===== config.mk =====
export PLATFORM = sky130hd
export DESIGN_NAME = core_sfr
export DESIGN_NICKNAME = d
export VERILOG_FILES = /design/src/hw/core_sfr_pkg.sv /design/src/hw/core_sfr.sv
export SDC_FILE = /design/constraint.sdc
export NUM_CORES = 1
export LEC_CHECK = 0
export BUFFER_PORTS_ARGS = -buffer_cell sky130_fd_sc_hd__buf_2
export CAP_MARGIN = 20
export CORE_UTILIZATION = 35
export DETAILED_ROUTE_END_ITERATION = 8
export GPL_ROUTABILITY_DRIVEN = 0
export PLACE_DENSITY = 0.64
export SLEW_MARGIN = 20
export SYNTH_ARGS = -nofsm -noshare
export SYNTH_HDL_FRONTEND = slang
export SYNTH_SLANG_ARGS = --single-unit

===== constraint.sdc =====
create_clock -name sys_clk -period 16.25 [get_ports sys_clk]
set_input_delay 3.25 -clock sys_clk [delete_from_list [all_inputs] [get_ports sys_clk]]
set_output_delay 3.25 -clock sys_clk [all_outputs]
set_load 0.02 [all_outputs]

===== src/hw/core_sfr_pkg.sv =====
/*
  Constants and carriers for the core special-register set.
  Assumes an Avalon-MM slave with 32-bit data on one word per register.
*/
package core_sfr_pkg;

  // ----------------------------------------------------------------
  // Register indices (printed offsets); byte address is the index shifted left by two
  // ----------------------------------------------------------------
  localparam logic [7:0]  IDX_STACK_TOP  = 8'h81;
  localparam logic [7:0]  IDX_PTR_LOW    = 8'h82;
  localparam logic [7:0]  IDX_PTR_HIGH   = 8'h83;
  localparam logic [7:0]  IDX_STATUS     = 8'hD0;
  localparam logic [7:0]  IDX_MAIN_OP    = 8'hE0;
  localparam logic [7:0]  IDX_AUX_OP     = 8'hF0;
  // Own registers: arithmetic command, push strobe, bit op, bank base and pointer word
  localparam logic [7:0]  IDX_ALU_CMD    = 8'hA0;
  localparam logic [7:0]  IDX_PUSH       = 8'hA1;
  localparam logic [7:0]  IDX_BIT_OP     = 8'hA2;
  localparam logic [7:0]  IDX_BANK_BASE  = 8'hA3;
  localparam logic [7:0]  IDX_PTR_WORD   = 8'hA4;

  // ----------------------------------------------------------------
  // Reset values
  // ----------------------------------------------------------------
  localparam logic [7:0]  RST_STACK_TOP  = 8'h07;
  localparam logic [7:0]  RST_ZERO       = 8'h00;

  // ----------------------------------------------------------------
  // Status word field positions
  // ----------------------------------------------------------------
  localparam int          POS_CARRY      = 7;
  localparam int          POS_NIBBLE     = 6;
  localparam int          POS_USER0      = 5;
  localparam int          POS_BANK_HI    = 4;
  localparam int          POS_BANK_LO    = 3;
  localparam int          POS_SIGN_WRAP  = 2;
  localparam int          POS_USER1      = 1;
  localparam int          POS_ODD_ONES   = 0;
  localparam logic [7:0]  STATUS_SW_MASK = 8'hFE;
  localparam logic [7:0]  MUL_LIMIT      = 8'hFF;

  // Bit operation fields in the bit-op register
  localparam int          BITOP_SEL_LO   = 0;
  localparam int          BITOP_VAL      = 3;
  localparam int          BITOP_TGT_LO   = 4;

  // ----------------------------------------------------------------
  // Types
  // ----------------------------------------------------------------
  typedef enum logic [2:0] {
    ALU_NONE, ALU_ADD, ALU_ADDC, ALU_SUBB, ALU_MUL, ALU_DIV
  } alu_op_t;

  typedef enum logic [2:0] {
    TGT_STACK, TGT_PTR_LOW, TGT_PTR_HIGH, TGT_STATUS, TGT_MAIN, TGT_AUX
  } bit_tgt_t;

  typedef struct packed {
    logic        read;
    logic        write;
    logic [9:0]  address;
    logic [31:0] writedata;
  } avmm_req_t;

  typedef enum {
    BUS_IDLE, BUS_DONE
  } bus_state_t;

endpackage : core_sfr_pkg


===== src/hw/core_sfr.sv =====
/*
  Core special registers: stack top, indirect pointer, status word,
  main and aux operands, with a small arithmetic unit that sets flags.
  Assumes a same-clock Avalon-MM master with waitrequest.
*/
`timescale 1ns/1ps
`default_nettype none
// What this block does
// - Stack pointer increments before each push
// - Stack pointer resets to 0x07, fully writable
// - Pointer is high byte then low byte
// - Pointer addresses external data and code
// - Carry set on carry or borrow
// - Nibble carry set on nibble carry/borrow
// - Bank select picks working register bank
// - Overflow on signed wrap, MUL>255, DIV zero
// - Overflow cleared by arithmetic otherwise
// - Parity bit read-only, odd ones of operand
// - User flags change only by software
// - Main operand eight bits, resets zero
// - Aux operand eight bits, resets zero
// - Registers decoded at fixed page-free addresses
module core_sfr
  import core_sfr_pkg::*;
(
  // Clock and reset
  input  wire logic        sys_clk,
  input  wire logic        rst_n,
  // Avalon-MM slave
  input  wire logic [9:0]  avs_address,
  input  wire logic        avs_read,
  input  wire logic        avs_write,
  input  wire logic [31:0] avs_writedata,
  output logic      [31:0] avs_readdata,
  output logic             avs_waitrequest,
  // Core views
  output logic      [15:0] indirect_pointer,
  output logic      [4:0]  bank_base_addr
);

  // ----------------------------------------------------------------
  // Helpers
  // ----------------------------------------------------------------
  function automatic logic odd_ones(input logic [7:0] v);
    odd_ones = ^v;
  endfunction : odd_ones

  function automatic logic [7:0] set_bit(input logic [7:0] v,
      input logic [2:0] sel, input logic val);
    logic [7:0] r;
    r = v;
    r[sel] = val;
    set_bit = r;
  endfunction : set_bit

  // ----------------------------------------------------------------
  // State
  // ----------------------------------------------------------------
  logic [7:0]  stack_top_reg, stack_top_next;
  logic [7:0]  ptr_low_reg, ptr_low_next;
  logic [7:0]  ptr_high_reg, ptr_high_next;
  logic [7:0]  status_reg, status_next;
  logic [7:0]  main_reg, main_next;
  logic [7:0]  aux_reg, aux_next;
  logic [7:0]  push_data_reg, push_data_next;
  bus_state_t  bus_reg, bus_next;
  logic        wait_reg, wait_next;
  logic [31:0] rdata_reg, rdata_next;
  logic [15:0] ptr_out_reg, ptr_out_next;
  logic [4:0]  bank_reg, bank_next;
  avmm_req_t   req;
  logic [7:0]  idx;
  logic        wr_go;
  logic        rd_go;

  assign req = '{read: avs_read, write: avs_write,
                 address: avs_address, writedata: avs_writedata};
  assign idx = req.address[9:2];
  assign wr_go = (bus_reg == BUS_IDLE) && req.write;
  assign rd_go = (bus_reg == BUS_IDLE) && req.read;

  // ----------------------------------------------------------------
  // Register update
  // ----------------------------------------------------------------
  always_comb begin
    logic [8:0]  sum;
    logic [4:0]  nib;
    logic [15:0] prod;
    logic [7:0]  wd;
    logic [7:0]  flags;
    logic        cin;
    alu_op_t     op;
    bit_tgt_t    tgt;
    logic [2:0]  bsel;
    logic        bval;
    sum = 9'h000;
    nib = 5'h00;
    prod = 16'h0000;
    wd = req.writedata[7:0];
    flags = status_reg;
    cin = status_reg[POS_CARRY];
    op = alu_op_t'(wd[2:0]);
    tgt = bit_tgt_t'(wd[BITOP_TGT_LO +: 3]);
    bsel = wd[BITOP_SEL_LO +: 3];
    bval = wd[BITOP_VAL];
    stack_top_next = stack_top_reg;
    ptr_low_next = ptr_low_reg;
    ptr_high_next = ptr_high_reg;
    status_next = status_reg;
    main_next = main_reg;
    aux_next = aux_reg;
    push_data_next = push_data_reg;
    if (wr_go) begin
      if (idx == IDX_STACK_TOP) begin
        stack_top_next = wd;
      end else if (idx == IDX_PTR_LOW) begin
        ptr_low_next = wd;
      end else if (idx == IDX_PTR_HIGH) begin
        ptr_high_next = wd;
      end else if (idx == IDX_PTR_WORD) begin
        ptr_low_next = req.writedata[7:0];
        ptr_high_next = req.writedata[15:8];
      end else if (idx == IDX_STATUS) begin
        status_next = wd & STATUS_SW_MASK;
      end else if (idx == IDX_MAIN_OP) begin
        main_next = wd;
      end else if (idx == IDX_AUX_OP) begin
        aux_next = wd;
      end else if (idx == IDX_PUSH) begin
        stack_top_next = stack_top_reg + 8'h01;
        push_data_next = wd;
      end else if (idx == IDX_BIT_OP) begin
        case (tgt)
          TGT_STACK:    stack_top_next = set_bit(stack_top_reg, bsel, bval);
          TGT_PTR_LOW:  ptr_low_next = set_bit(ptr_low_reg, bsel, bval);
          TGT_PTR_HIGH: ptr_high_next = set_bit(ptr_high_reg, bsel, bval);
          TGT_STATUS:   status_next = set_bit(status_reg, bsel, bval)
                                      & STATUS_SW_MASK;
          TGT_MAIN:     main_next = set_bit(main_reg, bsel, bval);
          TGT_AUX:      aux_next = set_bit(aux_reg, bsel, bval);
          default:      status_next = status_reg;
        endcase
      end else if (idx == IDX_ALU_CMD) begin
        case (op)
          ALU_ADD, ALU_ADDC: begin
            sum = {1'b0, main_reg} + {1'b0, aux_reg}
                  + {8'h00, (op == ALU_ADDC) & cin};
            nib = {1'b0, main_reg[3:0]} + {1'b0, aux_reg[3:0]}
                  + {4'h0, (op == ALU_ADDC) & cin};
            main_next = sum[7:0];
            flags[POS_CARRY] = sum[8];
            flags[POS_NIBBLE] = nib[4];
            flags[POS_SIGN_WRAP] = (main_reg[7] == aux_reg[7])
                                   && (sum[7] != main_reg[7]);
          end
          ALU_SUBB: begin
            sum = {1'b0, main_reg} - {1'b0, aux_reg} - {8'h00, cin};
            nib = {1'b0, main_reg[3:0]} - {1'b0, aux_reg[3:0]}
                  - {4'h0, cin};
            main_next = sum[7:0];
            flags[POS_CARRY] = sum[8];
            flags[POS_NIBBLE] = nib[4];
            flags[POS_SIGN_WRAP] = (main_reg[7] != aux_reg[7])
                                   && (sum[7] != main_reg[7]);
          end
          ALU_MUL: begin
            prod = {8'h00, main_reg} * {8'h00, aux_reg};
            main_next = prod[7:0];
            aux_next = prod[15:8];
            flags[POS_CARRY] = 1'b0;
            flags[POS_NIBBLE] = 1'b0;
            flags[POS_SIGN_WRAP] = (prod > {8'h00, MUL_LIMIT});
          end
          ALU_DIV: begin
            flags[POS_CARRY] = 1'b0;
            flags[POS_NIBBLE] = 1'b0;
            flags[POS_SIGN_WRAP] = (aux_reg == 8'h00);
            if (aux_reg != 8'h00) begin
              main_next = main_reg / aux_reg;
              aux_next = main_reg % aux_reg;
            end
          end
          default: flags = status_reg;
        endcase
        status_next = flags;
      end
    end
    status_next[POS_ODD_ONES] = odd_ones(main_next);
  end

  always_ff @(posedge sys_clk) begin
    if (!rst_n) begin
      stack_top_reg <= RST_STACK_TOP;
      ptr_low_reg <= RST_ZERO;
      ptr_high_reg <= RST_ZERO;
      status_reg <= RST_ZERO;
      main_reg <= RST_ZERO;
      aux_reg <= RST_ZERO;
      push_data_reg <= RST_ZERO;
    end else begin
      stack_top_reg <= stack_top_next;
      ptr_low_reg <= ptr_low_next;
      ptr_high_reg <= ptr_high_next;
      status_reg <= status_next;
      main_reg <= main_next;
      aux_reg <= aux_next;
      push_data_reg <= push_data_next;
    end
  end

  // ----------------------------------------------------------------
  // Bus answer and outputs
  // ----------------------------------------------------------------
  always_comb begin
    bus_next = BUS_IDLE;
    wait_next = 1'b1;
    rdata_next = rdata_reg;
    if (wr_go || rd_go) begin
      bus_next = BUS_DONE;
      wait_next = 1'b0;
    end
    if (rd_go) begin
      rdata_next = 32'h0000_0000;
      if (idx == IDX_STACK_TOP) begin
        rdata_next[7:0] = stack_top_reg;
      end else if (idx == IDX_PTR_LOW) begin
        rdata_next[7:0] = ptr_low_reg;
      end else if (idx == IDX_PTR_HIGH) begin
        rdata_next[7:0] = ptr_high_reg;
      end else if (idx == IDX_PTR_WORD) begin
        rdata_next[15:0] = {ptr_high_reg, ptr_low_reg};
      end else if (idx == IDX_STATUS) begin
        rdata_next[7:0] = status_reg;
      end else if (idx == IDX_MAIN_OP) begin
        rdata_next[7:0] = main_reg;
      end else if (idx == IDX_AUX_OP) begin
        rdata_next[7:0] = aux_reg;
      end else if (idx == IDX_PUSH) begin
        rdata_next[7:0] = push_data_reg;
      end else if (idx == IDX_BANK_BASE) begin
        rdata_next[4:0] = bank_reg;
      end
    end
    ptr_out_next = {ptr_high_next, ptr_low_next};
    bank_next = {status_next[POS_BANK_HI], status_next[POS_BANK_LO], 3'b000};
  end

  always_ff @(posedge sys_clk) begin
    if (!rst_n) begin
      bus_reg <= BUS_IDLE;
      wait_reg <= 1'b1;
      rdata_reg <= 32'h0000_0000;
      ptr_out_reg <= 16'h0000;
      bank_reg <= 5'h00;
    end else begin
      bus_reg <= bus_next;
      wait_reg <= wait_next;
      rdata_reg <= rdata_next;
      ptr_out_reg <= ptr_out_next;
      bank_reg <= bank_next;
    end
  end

  // ----------------------------------------------------------------
  // Output wiring
  // ----------------------------------------------------------------
  assign avs_readdata = rdata_reg;
  assign avs_waitrequest = wait_reg;
  assign indirect_pointer = ptr_out_reg;
  assign bank_base_addr = bank_reg;

endmodule : core_sfr
`default_nettype wire


==> metrics.md <==
| Metric | Value |
|---|---|
| Final Hold Violating Endpoints | 0 |
| Clock tree buffer depth | 2 |
| Asr flop ratio synth | 0% |
| Reg clk slew, reported paths | 60 ps |
| Avg Inst Size Synth | 7.59 um^2 |
| Largest net degree at the start of global routing | 44 |
| Lkg Pwr | 4.50 nW |
| Mapped Area | 9820 um^2 |
| Failing checks | design-rule violations |
| Status | complete, but fails checks |
| Worst Path Required | 16470 ps |
| Max FFs per register | 16 |
| H-tree levels | 3 |
| Nets | 1499 |
| Most frequent cell on the critical path | a21oi_1 |
| Detailed Routing Iterations Pass 1 | 9 |
| Cts hold-fix bufs | 0 |
| DR DRC count | 5 |
| Via count | 10000 |
| Vias in the first global route | 9819 |
| Main synth FF type | dfxtp_1 |
| CTS tree | built |
| Element type at the critical path end | flip-flop |
| Congestion Overflow GR | 0 |
| Synth warn | 0 |
| Die height | 170 um |
| Crit path max-delay family | compound AO/OA/AOI/OAI gates |
| Worst-Skew Late Latency | 340 ps |
| Layout fillers | 2838 |
| Crit path kind | reg2reg |
| RSZ-0062 raised after global routing | no |
| Period minus WS final | 13390 ps |
| Layout cells sized above 1 | 11.6% |
| Core area | 27300 um^2 |
| Root Driver | clkbuf_16 |
| Post-CTS setup buffers | 0 |
| Worst Skew | 5.42 ps |
| Num CTS Buffers | 9 |
| # IOs | 100 |
| FMAX | 0.0747 GHz |
| Final setup TNS | 0 ps |
| Worst slew margin | 18.9% |
| Worst-Margin Slew | 1210 ps |
| Tot Pwr | 1.82 mW |
| Most common cell after layout, fill and taps aside | nor2_1 |
| CP bufs+invs | 2 |
| CP max stage cell | a41oi_1 |
| Detailed Route WL | 34400 um |
| First-pass GRT wire length | 54300 um |
| Crit path arrival time | 13610 ps |
| Crit path launch type | flip-flop |
| Number of diodes | 0 |
| Post-cts sizing count | 0 |
| Post-synth EDFFs | 0 |
| DR WL/cell | 20.3 um |
| FP Rows | 60 |
| Seq/Total Area, Yosys | 15.1% |
| HPWL after detailed placement | 25400 um |
| Yosys cell types | 89 |
| Peak VDD IR | 0.226 mV |
| Iteration-0 DRC Markers | 1142 |
| Initial Util | 36.1% |
| Die width | 170 um |
| IO Port Bufs | 62 |
| Max incr delay on CP | 760 ps |
| Final setup fails | 0 |
| Register bit total from synthesis | 74 |
| GR Util All Layers | 24.2% |
| Max-cap viol count | 0 |
| Synth-to-layout area growth | 8.46% |
| Fin. max-slew vios | 0 |
| Final period util | 82.4% |
| Crit path max fanout | 15 |
| Antenna Nets Post-Route | 0 |
| Power density cells | 171 nW/um^2 |
| DR vias/cell | 5.92 |
| Syn Inst Count | 1295 |
| Initial antenna violation count | 1 |
| CTS Sinks | 74 |
| Die area | 28700 um^2 |
| Most frequent cells in the layout | nor2_1, a21oi_1, nand2_1 |
| Hold Path Class | reg2reg |
==> cell type report <==
class                   instances  area (um^2)  share of cell area (%)
multi-input cells            1044         7550                    70.9
flip-flops and latches         74         1480                    13.9
repair buffers                 85          483                    4.53
well taps                     372          465                    4.37
inverters                      99          372                    3.49
clock buffers                  11          253                    2.37
clock inverters                 4         51.3                   0.481
==> power by group <==
group          total (mW)  switching [mW]  internal (mW)
clock network       0.206          0.0794          0.126
logic                1.43           0.819          0.608
registers           0.185         0.00139          0.183
==> metal layers <==
layer  up-vias  track usage [%]  part of all wire [%]
met5         -                0                 0.038
met4         2             8.42                   3.4
met3        97             5.67                    10
met2       529             39.1                    45
met1      4735             31.5                    41
li1       4638                -                     -
==> through the flow <==
stage                     instances  utilization (%)  setup WS, ps  instance area, um^2  hold slack (ps)
after detailed placement       1674             38.0          3010                10400              442
final                          1689             39.1          2860                10700              449
after global routing           1689             39.1          1990                10700              475
after CTS                      1689             39.1          2950                10700              450
after floorplan                1313                -          4760                 9890              464
after global placement         1674             38.0          3240                10400              437
==> cell usage after synthesis (19+ instances only) <==
| cell type | count | area, um^2 |
|---|---|---|
| clkbuf_1 | 58 | 218 |
| nand2_1 | 100 | 375 |
| nand3_1 | 33 | 165 |
| dfxtp_1 | 74 | 1480 |
| inv_1 | 97 | 364 |
| xnor2_1 | 45 | 394 |
| nor2b_1 | 22 | 138 |
| ha_1 | 99 | 1240 |
| buf_4 | 27 | 203 |
| o21ai_0 | 88 | 440 |
| nor2_1 | 126 | 473 |
| nor3_1 | 31 | 155 |
| a21oi_1 | 117 | 586 |
| a22oi_1 | 19 | 143 |
| fa_1 | 41 | 821 |
==> worst paths after layout <==
path / end / slack, ps / cells after the start / start
max: status_reg[0]$_SDFF_PN0_ / 2860 / 52 / aux_reg[7]$_SDFFE_PN0P_
min: avs_readdata[15]$_SDFFE_PN0P_ / 450 / 2 / avs_readdata[15]$_SDFFE_PN0P_
max reg2reg: status_reg[0]$_SDFF_PN0_ / 2860 / 52 / aux_reg[7]$_SDFFE_PN0P_
min reg2reg: avs_readdata[15]$_SDFFE_PN0P_ / 450 / 2 / avs_readdata[15]$_SDFFE_PN0P_
==> cell families after synthesis <==
kind of cell    after synthesis  share of synthesized area, %
flops                        74                          15.1
buf+inv                     195                          8.81
fa+ha+maj                   140                          21.0
compound gates              389                          25.7
xor+xnor                     59                          5.48
other cells                   1                        0.0382
mux                          32                          3.51
simple gates                405                          20.4
==> tightest hold or removal path: stages, from the launching register on <==
cell	delay [ps]
dfxtp_1	300
nand2_1	50
a21oi_1	50
Power figures use the tool's default switching activity.
